File: config.mk
export PLATFORM = sky130hd
export DESIGN_NAME = fpga_config_pin_control
export DESIGN_NICKNAME = d
export VERILOG_FILES = /design/src/rtl/cfgpin_pkg.sv /design/src/rtl/stream_buffer.sv /design/src/rtl/fpga_config_pin_control.sv
export SDC_FILE = /design/constraint.sdc
export NUM_CORES = 1
export LEC_CHECK = 0
export BUFFER_PORTS_ARGS = -buffer_cell sky130_fd_sc_hd__buf_2
export CAP_MARGIN = 25
export CORE_MARGIN = 2
export CORE_UTILIZATION = 45
export CTS_BUF_LIST = sky130_fd_sc_hd__clkbuf_16
export CTS_CLUSTER_SIZE = 40
export DETAILED_ROUTE_END_ITERATION = 6
export REMOVE_ABC_BUFFERS = 1
export SYNTH_ARGS = -nofsm -noshare
export SYNTH_HDL_FRONTEND = slang
export SYNTH_HIERARCHICAL = 1
export SYNTH_SLANG_ARGS = --single-unit
File: constraint.sdc
create_clock -name clk_sys_i -period 4.1 [get_ports clk_sys_i]
set_input_delay 0.82 -clock clk_sys_i [delete_from_list [all_inputs] [get_ports clk_sys_i]]
set_output_delay 0.82 -clock clk_sys_i [all_outputs]
set_load 0.02 [all_outputs]
File: src/rtl/cfgpin_pkg.sv
package cfgpin_pkg;

  typedef enum logic [5:0] {
    ST_CLEAR = 6'h01,
    ST_WAIT  = 6'h02,
    ST_LOAD  = 6'h04,
    ST_START = 6'h08,
    ST_USER  = 6'h10,
    ST_READ  = 6'h20
  } cfg_state_t;

  typedef enum logic [1:0] {
    MODE_MASTER = 2'h0,
    MODE_SLAVE  = 2'h1,
    MODE_ASYNC  = 2'h2,
    MODE_HOST   = 2'h3
  } cfg_mode_t;

  // default select-to-mode table, two bits per select value
  localparam logic [31:0] MODE_MAP_DEF = 32'hE4E4E4E4;

  localparam int CLK_NS       = 25;
  localparam int CLEAR_NS     = 1000;
  localparam int CLEAR_CYC    = (CLEAR_NS + CLK_NS - 1) / CLK_NS;
  localparam int STROBE_HALF_NS = 100;
  localparam int STROBE_HALF  = (STROBE_HALF_NS / CLK_NS > 0) ?
                                STROBE_HALF_NS / CLK_NS : 1;
  localparam int CNT_W        = 16;
  localparam logic [CNT_W-1:0] LOAD_BITS = 16'h0100;
  localparam logic [CNT_W-1:0] RB_BITS   = 16'h0100;
  localparam logic [CNT_W-1:0] CLEAR_LAST =
    CNT_W'(CLEAR_CYC - 1);
  localparam logic [CNT_W-1:0] HALF_LAST  =
    CNT_W'(STROBE_HALF - 1);
  localparam int BYTE_W = 8;
  localparam logic [2:0] BYTE_LAST = 3'h7;

  localparam int SYNC_W = 11;
  localparam int I_RST  = 0;
  localparam int I_PRG  = 1;
  localparam int I_INIT = 2;
  localparam int I_DONE = 3;
  localparam int I_CLK  = 4;
  localparam int I_DIN  = 5;
  localparam int I_RDC  = 6;
  localparam int I_MODE = 7;
  localparam logic [SYNC_W-1:0] SYNC_RST = 11'h7FF;

  function automatic cfg_mode_t decode_mode(input logic [31:0] map,
                                            input logic [3:0]  sel);
    return cfg_mode_t'(map[{sel, 1'b0} +: 2]);
  endfunction : decode_mode

endpackage : cfgpin_pkg

File: src/rtl/stream_buffer.sv
`timescale 1ns/10ps
module stream_buffer #(
  parameter int WIDTH = 8
) (
  input  wire logic             clk_sys_i,
  input  wire logic             rst_n_i,
  input  wire logic             in_valid_i,
  output logic                  in_ready_o,
  input  wire logic [WIDTH-1:0] in_data_i,
  output logic                  out_valid_o,
  input  wire logic             out_ready_i,
  output logic      [WIDTH-1:0] out_data_o
);

  logic [WIDTH-1:0] spare;
  logic             spare_full;
  wire              take = in_valid_i && in_ready_o;
  wire              give = out_valid_o && out_ready_i;

  // head register feeds the output, spare catches a word during a stall
  always_ff @(posedge clk_sys_i or negedge rst_n_i) begin
    if (!rst_n_i) begin
      out_valid_o <= 1'b0;
      out_data_o  <= '0;
      spare       <= '0;
      spare_full  <= 1'b0;
    end else begin
      if (!out_valid_o || give) begin
        if (spare_full) begin
          out_data_o  <= spare;
          out_valid_o <= 1'b1;
          spare_full  <= take;
          if (take) spare <= in_data_i;
        end else begin
          out_valid_o <= take;
          if (take) out_data_o <= in_data_i;
        end
      end else if (take) begin
        spare      <= in_data_i;
        spare_full <= 1'b1;
      end
    end
  end

  assign in_ready_o = !spare_full;

endmodule : stream_buffer

File: src/rtl/fpga_config_pin_control.sv
`timescale 1ns/10ps
////////////////////////////////////////////////////////////////////////////
module fpga_config_pin_control #(
  parameter logic [31:0] MODE_MAP = cfgpin_pkg::MODE_MAP_DEF
) (
  input  wire logic       clk_sys_i,
  input  wire logic       rst_n_i,
  input  wire logic       reset_pin_n_i,
  input  wire logic       program_restart_n_i,
  input  wire logic       init_in_i,
  output logic            init_out_o,
  output logic            init_oe_o,
  input  wire logic       done_in_i,
  output logic            done_out_o,
  output logic            done_oe_o,
  output logic            done_pullup_o,
  input  wire logic       done_pullup_en_i,
  input  wire logic       config_strobe_clock_in_i,
  output logic            config_strobe_clock_out_o,
  output logic            config_strobe_clock_oe_o,
  input  wire logic       din_i,
  input  wire logic [3:0] mode_sel_i,
  output logic            mode_pullup_o,
  output logic [1:0]      mode_o,
  input  wire logic       rd_cfg_n_i,
  input  wire logic       ts_option_i,
  input  wire logic       readback_en_i,
  input  wire logic       rb_bit_i,
  output logic [15:0]     rb_addr_o,
  input  wire logic       tdo_i,
  output logic            rd_data_o,
  output logic            global_tristate_o,
  input  wire logic       init_fail_i,
  input  wire logic       host_port_en_i,
  input  wire logic       host_irq_i,
  output logic            cfg_irq_n_o,
  input  wire logic       reset_direct_i,
  output logic            user_reset_n_o,
  output logic            user_async_reset_o,
  output logic            bscan_reset_o,
  output logic            high_while_loading_o,
  output logic            low_while_loading_o,
  output logic [7:0]      cfg_data_o,
  output logic            cfg_valid_o,
  input  wire logic       cfg_ready_i
);

  ////////////////////////////////////////////////////////////////////////
  // pin synchronisers and edge detection
  logic [cfgpin_pkg::SYNC_W-1:0] s1, s2;
  logic                          clk_prev, init_prev, rdc_prev;
  wire [cfgpin_pkg::SYNC_W-1:0] raw = {mode_sel_i, rd_cfg_n_i, din_i,
    config_strobe_clock_in_i, done_in_i, init_in_i, program_restart_n_i,
    reset_pin_n_i};

  always_ff @(posedge clk_sys_i or negedge rst_n_i) begin
    if (!rst_n_i) begin
      s1        <= cfgpin_pkg::SYNC_RST;
      s2        <= cfgpin_pkg::SYNC_RST;
      clk_prev  <= 1'b1;
      init_prev <= 1'b1;
      rdc_prev  <= 1'b1;
    end else begin
      s1        <= raw;
      s2        <= s1;
      clk_prev  <= s2[cfgpin_pkg::I_CLK];
      init_prev <= s2[cfgpin_pkg::I_INIT];
      rdc_prev  <= s2[cfgpin_pkg::I_RDC];
    end
  end

  wire clk_rise  = s2[cfgpin_pkg::I_CLK] && !clk_prev;
  wire init_rise = s2[cfgpin_pkg::I_INIT] && !init_prev;
  wire rdc_fall  = !s2[cfgpin_pkg::I_RDC] && rdc_prev;
  wire rdc_low   = !s2[cfgpin_pkg::I_RDC];

  ////////////////////////////////////////////////////////////////////////
  // sequencing
  cfgpin_pkg::cfg_state_t state, next_state;
  cfgpin_pkg::cfg_mode_t  mode;
  logic [cfgpin_pkg::CNT_W-1:0] cnt, div;
  logic                         bit_take, buf_ready;

  wire in_config = state != cfgpin_pkg::ST_USER &&
                   state != cfgpin_pkg::ST_READ;
  wire restart   = !s2[cfgpin_pkg::I_PRG] ||
                   (in_config && !s2[cfgpin_pkg::I_RST]);
  wire drives_clk = mode != cfgpin_pkg::MODE_SLAVE;

  always_comb begin
    next_state = state;
    case (state)
      cfgpin_pkg::ST_CLEAR:
        if (cnt == cfgpin_pkg::CLEAR_LAST) next_state = cfgpin_pkg::ST_WAIT;
      cfgpin_pkg::ST_WAIT:
        if (init_rise) next_state = cfgpin_pkg::ST_LOAD;
      cfgpin_pkg::ST_LOAD:
        if (bit_take && cnt == cfgpin_pkg::LOAD_BITS - 1'b1)
          next_state = cfgpin_pkg::ST_START;
      cfgpin_pkg::ST_START:
        if (s2[cfgpin_pkg::I_DONE]) next_state = cfgpin_pkg::ST_USER;
      cfgpin_pkg::ST_USER:
        if (readback_en_i && !ts_option_i && rdc_fall)
          next_state = cfgpin_pkg::ST_READ;
      cfgpin_pkg::ST_READ:
        if (clk_rise && cnt == cfgpin_pkg::RB_BITS - 1'b1)
          next_state = cfgpin_pkg::ST_USER;
      default: next_state = cfgpin_pkg::ST_CLEAR;
    endcase
    if (restart) next_state = cfgpin_pkg::ST_CLEAR;
  end

  always_ff @(posedge clk_sys_i or negedge rst_n_i) begin
    if (!rst_n_i) state <= cfgpin_pkg::ST_CLEAR;
    else          state <= next_state;
  end

  // shared counter: clear time, loaded bits, readback bits
  always_ff @(posedge clk_sys_i or negedge rst_n_i) begin
    if (!rst_n_i) cnt <= '0;
    else if (next_state != state || restart) cnt <= '0;
    else if (state == cfgpin_pkg::ST_CLEAR ||
             (state == cfgpin_pkg::ST_LOAD && bit_take) ||
             (state == cfgpin_pkg::ST_READ && clk_rise))
      cnt <= cnt + 1'b1;
  end

  always_ff @(posedge clk_sys_i or negedge rst_n_i) begin
    if (!rst_n_i) mode <= cfgpin_pkg::MODE_MASTER;
    else if (state == cfgpin_pkg::ST_WAIT && init_rise)
      mode <= cfgpin_pkg::decode_mode(MODE_MAP,
                s2[cfgpin_pkg::I_MODE +: 4]);
  end

  ////////////////////////////////////////////////////////////////////////
  // strobe clock: generated in driving modes, stalled by the buffer
  always_ff @(posedge clk_sys_i or negedge rst_n_i) begin
    if (!rst_n_i) begin
      div                       <= '0;
      config_strobe_clock_out_o <= 1'b0;
    end else if (state != cfgpin_pkg::ST_LOAD || !drives_clk) begin
      div                       <= '0;
      config_strobe_clock_out_o <= 1'b0;
    end else if (div == cfgpin_pkg::HALF_LAST) begin
      div <= '0;
      if (buf_ready || config_strobe_clock_out_o)
        config_strobe_clock_out_o <= !config_strobe_clock_out_o;
    end else begin
      div <= div + 1'b1;
    end
  end

  always_comb begin
    if (drives_clk)
      bit_take = div == cfgpin_pkg::HALF_LAST && buf_ready &&
                 !config_strobe_clock_out_o;
    else
      bit_take = clk_rise;
  end

  // follows state: mode already settled, last rising strobe still driven
  always_ff @(posedge clk_sys_i or negedge rst_n_i) begin
    if (!rst_n_i) config_strobe_clock_oe_o <= 1'b0;
    else config_strobe_clock_oe_o <= state == cfgpin_pkg::ST_LOAD &&
                                     drives_clk;
  end

  ////////////////////////////////////////////////////////////////////////
  // serial data into bytes, through the buffer
  logic [7:0] shreg;
  logic       push;

  always_ff @(posedge clk_sys_i or negedge rst_n_i) begin
    if (!rst_n_i) begin
      shreg <= '0;
      push  <= 1'b0;
    end else begin
      push <= state == cfgpin_pkg::ST_LOAD && bit_take && !restart &&
              cnt[2:0] == cfgpin_pkg::BYTE_LAST;
      if (state == cfgpin_pkg::ST_LOAD && bit_take)
        shreg <= {shreg[6:0], s2[cfgpin_pkg::I_DIN]};
    end
  end

  stream_buffer #(.WIDTH(cfgpin_pkg::BYTE_W)) u_buf (
    .clk_sys_i   (clk_sys_i),
    .rst_n_i     (rst_n_i),
    .in_valid_i  (push),
    .in_ready_o  (buf_ready),
    .in_data_i   (shreg),
    .out_valid_o (cfg_valid_o),
    .out_ready_i (cfg_ready_i),
    .out_data_o  (cfg_data_o)
  );

  ////////////////////////////////////////////////////////////////////////
  // pin outputs
  logic cfg_err;
  wire  next_cfg = next_state != cfgpin_pkg::ST_USER &&
                   next_state != cfgpin_pkg::ST_READ;

  assign init_out_o = 1'b0;
  assign done_out_o = 1'b0;

  always_ff @(posedge clk_sys_i or negedge rst_n_i) begin
    if (!rst_n_i) begin
      init_oe_o            <= 1'b1;
      done_oe_o            <= 1'b1;
      done_pullup_o        <= 1'b0;
      high_while_loading_o <= 1'b1;
      low_while_loading_o  <= 1'b0;
      mode_pullup_o        <= 1'b1;
      mode_o               <= '0;
      bscan_reset_o        <= 1'b1;
      global_tristate_o    <= 1'b1;
      user_reset_n_o       <= 1'b1;
      user_async_reset_o   <= 1'b0;
    end else begin
      init_oe_o            <= next_state == cfgpin_pkg::ST_CLEAR;
      done_oe_o            <= next_cfg &&
                              next_state != cfgpin_pkg::ST_START;
      done_pullup_o        <= done_pullup_en_i;
      high_while_loading_o <= next_cfg;
      low_while_loading_o  <= !next_cfg;
      mode_pullup_o        <= next_cfg;
      mode_o               <= mode;
      bscan_reset_o        <= !s2[cfgpin_pkg::I_PRG];
      global_tristate_o    <= next_cfg ? rdc_low
                              : ts_option_i && rdc_low;
      user_reset_n_o       <= next_cfg || s2[cfgpin_pkg::I_RST];
      user_async_reset_o   <= !next_cfg && reset_direct_i &&
                              !s2[cfgpin_pkg::I_RST];
    end
  end

  // error is sticky until restart; host port reuses the line
  always_ff @(posedge clk_sys_i or negedge rst_n_i) begin
    if (!rst_n_i) cfg_err <= 1'b0;
    else if (in_config && init_fail_i && !restart) cfg_err <= 1'b1;
    else if (restart) cfg_err <= 1'b0;
  end

  always_ff @(posedge clk_sys_i or negedge rst_n_i) begin
    if (!rst_n_i) cfg_irq_n_o <= 1'b1;
    else if (in_config)
      cfg_irq_n_o <= !(cfg_err || (init_fail_i && !restart));
    else
      cfg_irq_n_o <= !(host_port_en_i && host_irq_i);
  end

  // readback from address zero on the shared test data pin
  always_ff @(posedge clk_sys_i or negedge rst_n_i) begin
    if (!rst_n_i) begin
      rb_addr_o <= '0;
      rd_data_o <= 1'b0;
    end else if (state != cfgpin_pkg::ST_READ) begin
      rb_addr_o <= '0;
      rd_data_o <= tdo_i;
    end else if (clk_rise) begin
      rd_data_o <= rb_bit_i;
      rb_addr_o <= rb_addr_o + 1'b1;
    end
  end
endmodule : fpga_config_pin_control

## Word-level counts from Yosys, hierarchy flattened

Index checks and enable logic that the tools add are counted.

- Equal/unequal tests: 20
- Shifts and indexed selects: 1
- Add/sub/neg operators: 3
- Reductions and logical operators: 60
- Multiplexer cells: 33

Operator list:

| operator | count |
|---|---|
| 2-to-1 mux 16 bit | 6 |
| adder 16 x 1 -> 16 bit, second input constant | 3 |
| 2-to-1 mux 6 bit | 7 |
| 2-to-1 mux 8 bit | 5 |
| case mux 6 bit (6 select lines) | 1 |
| variable part select 32 x 6 -> 2 bit, first input constant | 1 |
| logical AND 1 bit | 28 |
| == test 16 x 2 -> 1 bit, second input constant | 1 |
| == test 16 x 6 -> 1 bit, second input constant | 1 |
| == test 16 x 8 -> 1 bit, second input constant | 1 |
| zero test 1 bit | 14 |
| 2-to-1 mux 1 bit | 14 |
| nonzero test 2 bit | 7 |
| == test 6 x 1 -> 1 bit, second input constant | 2 |
| != test 6 x 5 -> 1 bit, second input constant | 2 |
| != test 6 bit, second input constant | 2 |
| logical OR 1 bit | 9 |
| == test 6 x 2 -> 1 bit, second input constant | 1 |
| == test 6 x 3 -> 1 bit, second input constant | 1 |
| == test 6 x 4 -> 1 bit, second input constant | 1 |
| == test 6 x 5 -> 1 bit, second input constant | 1 |
| == test 6 bit, second input constant | 1 |
| != test 6 x 3 -> 1 bit, second input constant | 1 |
| != test 6 x 4 -> 1 bit, second input constant | 1 |
| 4 further kinds | 6 |

- Register bits after elaboration: 124
- Output and inout port bits: 43

## Longest topological paths before layout

Gate-level depths: netlist of run 1.

- Depth after elaboration: 13
- Gate-level depth with buffers: 9
- Gate-level depth less buffers: 7

## Hierarchy

The synthesis of run 1 kept the hierarchy.

By module, submodules not included:

| module | area an instance (µm²) | cells each | instances | seq. area each (µm²) |
|---|---|---|---|---|
| fpga_config_pin_control | 4,798.4 | 419 | 1 | 2,588.7 |
| stream_buffer | 793.3 | 51 | 1 | 450.4 |

## Worst setup path after synthesis of run 1

No wires, ideal clock.

- Path kind: input -> register
- Start: in ts_option_i
- End: reg cnt[10] in the netlist's numbering
- Setup slack: 1.671 ns
- Arrival time: 2.333 ns
- Cell stages on the path: 6
- Path through: nor4bb_1 > or4bb_1 > a21oi_2 > o211ai_4 > buf_6 > nor4_2

- Longest elaborated chain between the ends: 9

RTL lines:

| element | line | text |
|---|---|---|
| start, declared | fpga_config_pin_control.sv:26 | `input wire logic ts_option_i,` |
| zero test 1 bit * | fpga_config_pin_control.sv:103 | `if (readback_en_i && !ts_option_i && rdc_fall)` |
| logical AND 1 bit * (2 in series) | fpga_config_pin_control.sv:103 |  |
| 2-to-1 mux 6 bit * | fpga_config_pin_control.sv:103 |  |
| case mux 6 bit (6 select lines) * | fpga_config_pin_control.sv:92 | `case (state)` |
| 2-to-1 mux 6 bit * | fpga_config_pin_control.sv:110 | `if (restart) next_state = cfgpin_pkg::ST_CLEAR;` |
| named net next_state[5] | fpga_config_pin_control.sv:79 | `cfgpin_pkg::cfg_state_t state, next_state;` |
| != test 6 bit * | fpga_config_pin_control.sv:121 | `else if (next_state != state \|\| restart) cnt <= '0;` |
| logical OR 1 bit * | fpga_config_pin_control.sv:121 |  |
| 2-to-1 mux 16 bit / nonzero test 2 bit (equally long branches) | - |  |
| end signal, assigned | fpga_config_pin_control.sv:125 | `cnt <= cnt + 1'b1;` |
| end, declared | fpga_config_pin_control.sv:81 | `logic [cfgpin_pkg::CNT_W-1:0] cnt, div;` |

The timed path passes the listed nets; every way through them passes the cells marked *.
A chain may end at the register's enable or synchronous reset.

## Worst setup path in the final report of run 1

- Start: reg state[3]
- End: reg cnt[4] in the netlist's numbering

- Longest elaborated chain between the ends: 8

RTL lines:

| element | line | text |
|---|---|---|
| start, declared | fpga_config_pin_control.sv:79 |  |
| start signal, assigned | fpga_config_pin_control.sv:114 | `if (!rst_n_i) state <= cfgpin_pkg::ST_CLEAR;` |
| start signal, assigned | fpga_config_pin_control.sv:115 | `else state <= next_state;` |
| parallel branches: the longest is 8 deep, another holds 2-to-1 mux 16 bit | - |  |

Parallel ways; which one is timed is not known.

==> impl_metrics.json, run 1 <==
{
  "antenna-diode-count": 0,
  "grt_use_total": 0.180,
  "routed_wl_mm": 10.9,
  "htree_levels": 4,
  "wire_per_inst_um": 15.4,
  "final_layout_size_suffix_gt1_frac": 0.331,
  "pwr_density_cell_nw_per_um2": 409,
  "hp-class": "reg2reg",
  "critical_path_arrival_ps": 3100,
  "crit_path_end_kind": "register",
  "hold_viol_final": 0,
  "postSynthCellCount": 470,
  "postSynth.asyncResetShare": 1.00,
  "status": "finished, final reports clean",
  "maxCapViolations": 0,
  "io_buffers": 61,
  "setup_viol": 0,
  "cts_resized": 0,
  "overflow": 0,
  "synth_edf_count": 0,
  "drtAntennaViolNets": 0,
  "fillers": 1068,
  "worst_pin_slew_ps": 702,
  "grt_max_degree": 71,
  "dp.cells": 677,
  "ys_warn_count": 6,
  "period_needed_ps": 2830,
  "grt_pass1_vias": 3733,
  "gp_congestion": 0.803,
  "final-seq-area_um2": 3040,
  "dpl.hpwl_mm": 7.29,
  "routed_via_density": 5.37,
  "ys.flop_type": "dfrtp_1",
  "cts_buffers": 17,
  "drtIter0Drc": 193,
  "post_cts_buffers": 0,
  "final_common_cell": "dfrtp_1",
  "mostFrequentLayoutCells": "dfrtp_1, buf_2, nor2_1",
  "multiInputGateArea_um2": 2340,
  "die_y_um": 115,
  "antenna_found_initial": 0,
  "critPathMaxFanout": 16,
  "maxSlewHeadroom": 0.530,
  "synth_area_um2": 5590,
  "dieArea_um2": 13300,
  "finalCoreUtilization": 0.541,
  "setup_ws_ps": 1270,
  "drv_slew": 0,
  "synth_seq_area_share": 0.544,
  "start_util": 0.464,
  "core_area_um2": 12100,
  "required_ps": 4370,
  "cts.sink_count": 120,
  "dr.pass1.iters": 4,
  "cts_hold_buffers": 0,
  "clock-root-buffer": "clkbuf_16",
  "row_count": 40,
  "synth_cell_types": 66,
  "stdcell_count": 709,
  "drc": 0,
  "vias": 3806,
  "syn_to_final_growth_pct": 16.7,
  "place_ws_ps": 1120,
  "worstSkewPairLatency_ps": 420,
  "critPathLaunchType": "register",
  "ys_ff_latch": 120,
  "clockBufferDepth": 2,
  "clkTransAtPathRegs_ps": 60,
  "layout.nets": 555,
  "syn_area_per_cell_um2": 11.9,
  "grt_pass1_wl_mm": 18.3,
  "rsz0062_at_grt": "no",
  "fin_crit_sh": 0.691,
  "setup.worst_path.class": "reg2reg",
  "cts_tree": "yes",
  "skew_ps": 9.11,
  "io_pins": 66,
  "power.leakage_nw": 2.89,
  "max_freq_mhz": 353,
  "tns_ps": 0,
  "vdd_ir_drop_max_v": 0.000241,
  "fp.dieW_um": 115,
  "design_power_total_mw": 2.67
}
-- flip-flops by register name, summed over array words and instances, names as in the netlist, 2 cells and up --
name,flops
cnt,16
div,16
mode,2
mode_o,2
rb_addr_o,16
s1,9
s2,9
shreg,8
state,6
u_buf/out_data_o,8
u_buf/spare,8
-- per-layer routing --
metal / share of wire / GRT usage / vias up
li1: - / - / 1786
met1: 0.46 / 0.236 / 1921
met2: 0.48 / 0.274 / 80
met3: 0.045 / 0.0570 / 19
met4: 0.019 / 0.0795 / 0
met5: 0 / 0 / -
-- area by class of cell --
type | count | share of cell area
Timing Repair Buffer | 64 | 0.0525
Sequential cell | 120 | 0.466
Inverter | 11 | 0.00633
Clock inverter | 15 | 0.0188
Multi-Input combinational cell | 314 | 0.359
Clock buffer | 17 | 0.0652
Tap cell | 168 | 0.0322
-- synthesized netlist by cell type (4+ instances only) --
cell	instances	area, µm²
dfrtp_1	91	2280
nor2_1	50	188
xor2_1	35	307
mux2_2	34	383
dfstp_2	29	762
nand2_1	19	71.3
nand3_1	14	70.1
nor4_1	13	81.3
inv_1	11	41.3
nand4_1	10	62.6
nor4_2	9	113
xnor2_1	9	78.8
buf_2	8	40.0
o21ai_0	8	40.0
a21oi_1	7	35.0
and3_1	7	43.8
buf_6	7	78.8
clkbuf_1	7	26.3
and4_1	6	52.6
nand2b_1	6	37.5
nor2b_1	6	37.5
nor3_1	6	30.0
a31oi_1	4	25.0
and2_1	4	25.0
ha_1	4	50.1
nor4b_1	4	35.0
o2111ai_1	4	35.0
o211ai_1	4	30.0
-- final timing paths --
path / slack, ps / start / to / depth (start not counted)
max reg2reg: 1270 / state[3]$_DFF_PN0_ / cnt[4]$_DFFE_PN0P_ / 6
max: 1270 / state[3]$_DFF_PN0_ / cnt[4]$_DFFE_PN0P_ / 6
min reg2reg: 350 / s1[3]$_DFF_PN1_ / s2[3]$_DFF_PN1_ / 0
max in group asynchronous: 2850 / rst_n_i / s1[5]$_DFF_PN1_ / 2
min: 350 / s1[3]$_DFF_PN1_ / s2[3]$_DFF_PN1_ / 0
min in group asynchronous: 430 / rst_n_i / div[7]$_DFF_PN0_ / 1
-- stage by stage --
step | cell area (µm²) | hold slack [ps]
floorplan | 5420 | 345
global placement | 5980 | 345
detailed placement | 5980 | 348
CTS | 6530 | 356
global route | 6530 | 357
finish | 6530 | 353
-- kinds of logic (layout without fill, tap and decap cells) --
kind of cell	count (synthesis)	count (layout)	synth area share
simple gates	176	176	0.193
fa+ha+maj	4	4	0.00895
mux	37	37	0.0738
compound gates	50	50	0.0685
buf+inv	37	107	0.0380
xor+xnor	45	45	0.0738
flops	120	120	0.544
other cells	1	2	0.000671
-- report_power, final --
| part | internal (mW) | switching, mW | total, mW |
|---|---|---|---|
| logic | 0.0210 | 0.0486 | 0.0696 |
| registers | 1.21 | 0.0102 | 1.22 |
| clock network | 0.871 | 0.508 | 1.38 |
| total | 2.10 | 0.566 | 2.67 |
-- worst max-delay path, stage by stage, from the launching register on --
cell      delay (ps)
dfrtp_1          550
xor2_1           240
a211o_1          340
a41oi_2          610
a21oi_1          210
o211ai_4         620
nor4_1           110
No activity file was read; power rests on OpenSTA's default activity.
==> run 2, diff against run 1 <==
- PLACE_DENSITY: default -> 0.67
- clock period: 4.1 -> 2.3 ns (I/O delays scaled with it)
==> impl_metrics.json, run 2 (synthesis gave the netlist of run 1 again) <==
{
  "status": "finished with violations",
  "violations": "setup timing",
  "htree_levels": 4,
  "maxCapViolations": 0,
  "routed_wl_mm": 11.5,
  "ff2ff_path_depth": 6,
  "drv_slew": 0,
  "io_buffers": 61,
  "overflow": 0,
  "rsz0062_at_grt": "yes",
  "setup.worst_path.class": "reg2reg",
  "period_needed_ps": 2370,
  "routed_via_density": 5.19,
  "worstReg2RegEnd": "cnt[2]$_DFFE_PN0P_",
  "worstSkewPairLatency_ps": 420,
  "row_count": 40,
  "final_layout_size_suffix_gt1_frac": 0.419,
  "dieArea_um2": 13300,
  "clkTransAtPathRegs_ps": 50,
  "antenna-diode-count": 0,
  "power.leakage_nw": 3.20,
  "wire_per_inst_um": 15.1,
  "layout.nets": 608,
  "place_area_um2": 6400,
  "cts_buffers": 17,
  "crit_path_end_kind": "register",
  "clock-root-buffer": "clkbuf_16",
  "design_area_um2": 7120,
  "core_area_um2": 12100,
  "antenna_found_initial": 0,
  "maxSlewHeadroom": 0.636,
  "cts_tree": "yes",
  "pwr_density_cell_nw_per_um2": 664,
  "grt_pass1_wl_mm": 18.9,
  "drc": 0,
  "clockBufferDepth": 2,
  "setup_ws_ps": -74.2,
  "cts.sink_count": 120,
  "die_y_um": 115,
  "critPathMaxFanout": 16,
  "fillers": 989,
  "gp_congestion": 0.852,
  "critPathLaunchType": "register",
  "start_util": 0.464,
  "drtIter0Drc": 243,
  "largestRegisters": "cnt x16, div x16, rb_addr_o x16",
  "fp.dieW_um": 115,
  "worst_pin_slew_ps": 546,
  "setup_viol": 15,
  "drtAntennaViolNets": 0,
  "hp-class": "in2async",
  "io_pins": 66,
  "grt_use_total": 0.185,
  "grt_max_degree": 45,
  "grt_pass1_vias": 3965,
  "skew_ps": 13.8,
  "vdd_ir_drop_max_v": 0.000378,
  "dpl.hpwl_mm": 7.74,
  "whs_ps": 34.0,
  "dr.pass1.iters": 4,
  "hold_viol_final": 0,
  "fin_crit_sh": 1.03,
  "critical_path_arrival_ps": 2690,
  "max_freq_mhz": 421,
  "vias": 3958,
  "design_power_total_mw": 4.73,
  "reg2reg_from": "state[0]$_DFF_PN1_",
  "final_common_cell": "dfrtp_1",
  "r2r_slack_ps": -70,
  "required_ps": 2620,
  "syn_to_final_growth_pct": 27.4,
  "mostFrequentLayoutCells": "dfrtp_1, buf_2, nor2_1"
}
[run 2: layer usage]
layer  vias up  track usage  part of all wire  wire length [µm]
li1       1887            -                 -                 -
met1      1975        0.238              0.46              5280
met2        84        0.300              0.50              5720
met3        12       0.0424             0.035               399
met4         0       0.0819             0.011               131
met5         -            0                 0                 0
[run 2: final cells by class]
type,count,area [µm²],area share
Timing Repair Buffer,117,820,0.115
Sequential cell,120,3040,0.427
Tap cell,168,210,0.0295
Inverter,11,41.3,0.00580
Clock inverter,15,114,0.0160
Multi-Input combinational cell,314,2470,0.347
Clock buffer,17,425,0.0597
[run 2: timing repair]
action,4_1_cts,5_1_grt
buffers inserted,1,2
endpoints found under the setup margin,16,16
resized for setup,14,11
hold buffers,0,0
pin swaps,5,0
[run 2: worst max path at each step]
stage / startpoint / endpoint / slack, ps / cells after the start
after floorplan: state[4]$_DFF_PN0_ / cnt[0]$_DFFE_PN0P_ / -850 / 6
after global placement: ts_option_i / cnt[2]$_DFFE_PN0P_ / -120 / 7
after detailed placement: state[3]$_DFF_PN0_ / cnt[1]$_DFFE_PN0P_ / -270 / 6
after CTS: state[0]$_DFF_PN1_ / cnt[9]$_DFFE_PN0P_ / -80 / 6
after global routing: state[1]$_DFF_PN0_ / cnt[2]$_DFFE_PN0P_ / -190 / 9
final: state[0]$_DFF_PN1_ / cnt[2]$_DFFE_PN0P_ / -70 / 6
[run 2: worst max-delay path: stages (launching register included)]
cell	delay, ps
dfstp_2	400
or4_4	580
or4bb_4	580
a21oi_4	200
o211ai_4	100
buf_12	180
nor4_2	230
[run 2: power breakdown]
group / internal [mW] / switching, mW / leakage (nW)
logic: 0.0631 / 0.102 / 1.36
registers: 2.16 / 0.0155 / 1.57
clock network: 1.46 / 0.931 / 0.272
[run 2: stage by stage]
step | std cells | setup WS (ps) | setup TNS (ps) | util
2_1_floorplan | 445 | -850 | -15940 | -
3_3_place_gp | 727 | -124 | -1520 | 0.531
3_5_place_dp | 727 | -267 | -3210 | 0.531
4_1_cts | 760 | -82.3 | -983 | 0.584
5_1_grt | 762 | -191 | -2420 | 0.591
6_report | 762 | -74.2 | -706 | 0.591
==> run 3, diff against run 2 <==
- CORE_UTILIZATION: 45 -> 53
- PLACE_DENSITY: 0.67 -> 0.76
==> impl_metrics.json, run 3 (synthesis gave the netlist of run 1 again) <==
{
  "status": "finished with violations",
  "violations": "setup timing",
  "die_y_um": 107,
  "io_pins": 66,
  "setup_viol": 16,
  "drc": 0,
  "maxCapViolations": 0,
  "place_ws_ps": -312,
  "start_util": 0.544,
  "fp.dieW_um": 107,
  "setup.worst_path.class": "reg2reg",
  "crit_path_end_kind": "register",
  "layout.nets": 624,
  "hp-class": "in2async",
  "dieArea_um2": 11400,
  "drtIter0Drc": 247,
  "gp_congestion": 0.927,
  "critical_path_arrival_ps": 2760,
  "rsz0062_at_grt": "yes",
  "pwr_density_cell_nw_per_um2": 705,
  "r2r_slack_ps": -150,
  "core_area_um2": 10300,
  "mostFrequentLayoutCells": "dfrtp_1, buf_4, buf_2",
  "clkTransAtPathRegs_ps": 50,
  "wire_per_inst_um": 16.8,
  "design_power_total_mw": 5.18,
  "htree_levels": 4,
  "required_ps": 2620,
  "vdd_ir_drop_max_v": 0.000575,
  "drtAntennaViolNets": 0,
  "antenna_found_initial": 0,
  "critPathMaxFanout": 16,
  "period_needed_ps": 2450,
  "skew_ps": 7.40,
  "maxSlewHeadroom": 0.574,
  "final_common_cell": "dfrtp_1",
  "final_layout_size_suffix_gt1_frac": 0.443,
  "multiInputGateArea_um2": 2510,
  "dr.pass1.iters": 4,
  "final-seq-area_um2": 3040,
  "worst_pin_slew_ps": 639,
  "largestRegisters": "cnt x16, div x16, rb_addr_o x16",
  "routed_wl_mm": 12.5,
  "critPathLaunchType": "register",
  "syn_to_final_growth_pct": 31.3,
  "grt_max_degree": 121,
  "clock-root-buffer": "clkbuf_16",
  "grt_use_total": 0.229,
  "clockBufferDepth": 2,
  "hold_viol_final": 0,
  "drv_slew": 0,
  "setup_ws_ps": -147,
  "dpl.hpwl_mm": 7.65,
  "vias": 4139,
  "cts_buffers": 17,
  "io_buffers": 61,
  "max_freq_mhz": 409,
  "row_count": 37,
  "cts_tree": "yes",
  "grt_pass1_wl_mm": 20.2,
  "power.leakage_nw": 3.35,
  "antenna-diode-count": 0,
  "fillers": 695,
  "fin_crit_sh": 1.06,
  "whs_ps": 112,
  "cts.sink_count": 120,
  "routed_via_density": 5.55,
  "overflow": 0,
  "worstSkewPairLatency_ps": 420,
  "grt_pass1_vias": 4190
}
## run 3: changes by cell type in the layout (fill, tap and decap cells not counted), moves of 3 or more
cell       change
buf_4         +12
buf_6          +4
bufinv_16      +4
nor4_1         -3
## run 3: area by class of cell
type                    instances  share of cell area
inverters                      11             0.00562
repair buffers                133               0.129
clock buffers                  17              0.0579
multi-input cells             314               0.342
flip-flops and latches        120               0.414
well taps                     136              0.0232
clock inverters                15              0.0284
## run 3: worst paths after layout
path,start,endpoint,cells after the start
hold reg to reg,s1[0]$_DFF_PN1_,s2[0]$_DFF_PN1_,0
hold / removal,rst_n_i,div[4]$_DFF_PN0_,2
setup / recovery,state[0]$_DFF_PN1_,cnt[4]$_DFFE_PN0P_,8
max in group asynchronous,rst_n_i,state[1]$_DFF_PN0_,2
min in group clk_sys_i,rd_cfg_n_i,s1[6]$_DFF_PN1_,1
setup reg to reg,state[0]$_DFF_PN1_,cnt[4]$_DFFE_PN0P_,8
## run 3: critical path, stage by stage, from the launching register on
cell,delay [ps]
dfstp_2,390
or4_4,570
buf_6,150
nor4_4,340
nor2b_2,100
a211oi_4,230
a22oi_2,100
buf_12,170
nor4_4,280
## run 3: timing repair
item,4_1_cts,5_1_grt
endpoints found under the setup margin,18,25
pin swaps,3,3
hold buffers,0,0
setup buffers,6,5
resized for setup,18,16
## run 3: per-stage QoR
| stage | area (µm²) | setup TNS, ps | util | std cells |
|---|---|---|---|---|
| floorplan | 5420 | -15940 | - | 445 |
| global placement | 6420 | -3610 | 0.625 | 703 |
| detailed placement | 6420 | -4590 | 0.625 | 703 |
| CTS | 7220 | -569 | 0.703 | 741 |
| global route | 7340 | -3710 | 0.715 | 746 |
| finish | 7340 | -1910 | 0.715 | 746 |
## run 3: per-layer routing
layer	routed length [µm]	global-route usage	share of wire	up-vias
met5	0	0	0	-
met4	199	0.0955	0.016	0
met3	469	0.0565	0.037	20
met2	6590	0.389	0.53	89
met1	5270	0.279	0.42	2111
li1	-	-	-	1919
## run 3: power by group
part	internal (mW)	switching [mW]	leakage, nW
Combinational	0.0679	0.103	1.48
Sequential	2.16	0.0160	1.57
Clock	1.90	0.928	0.309
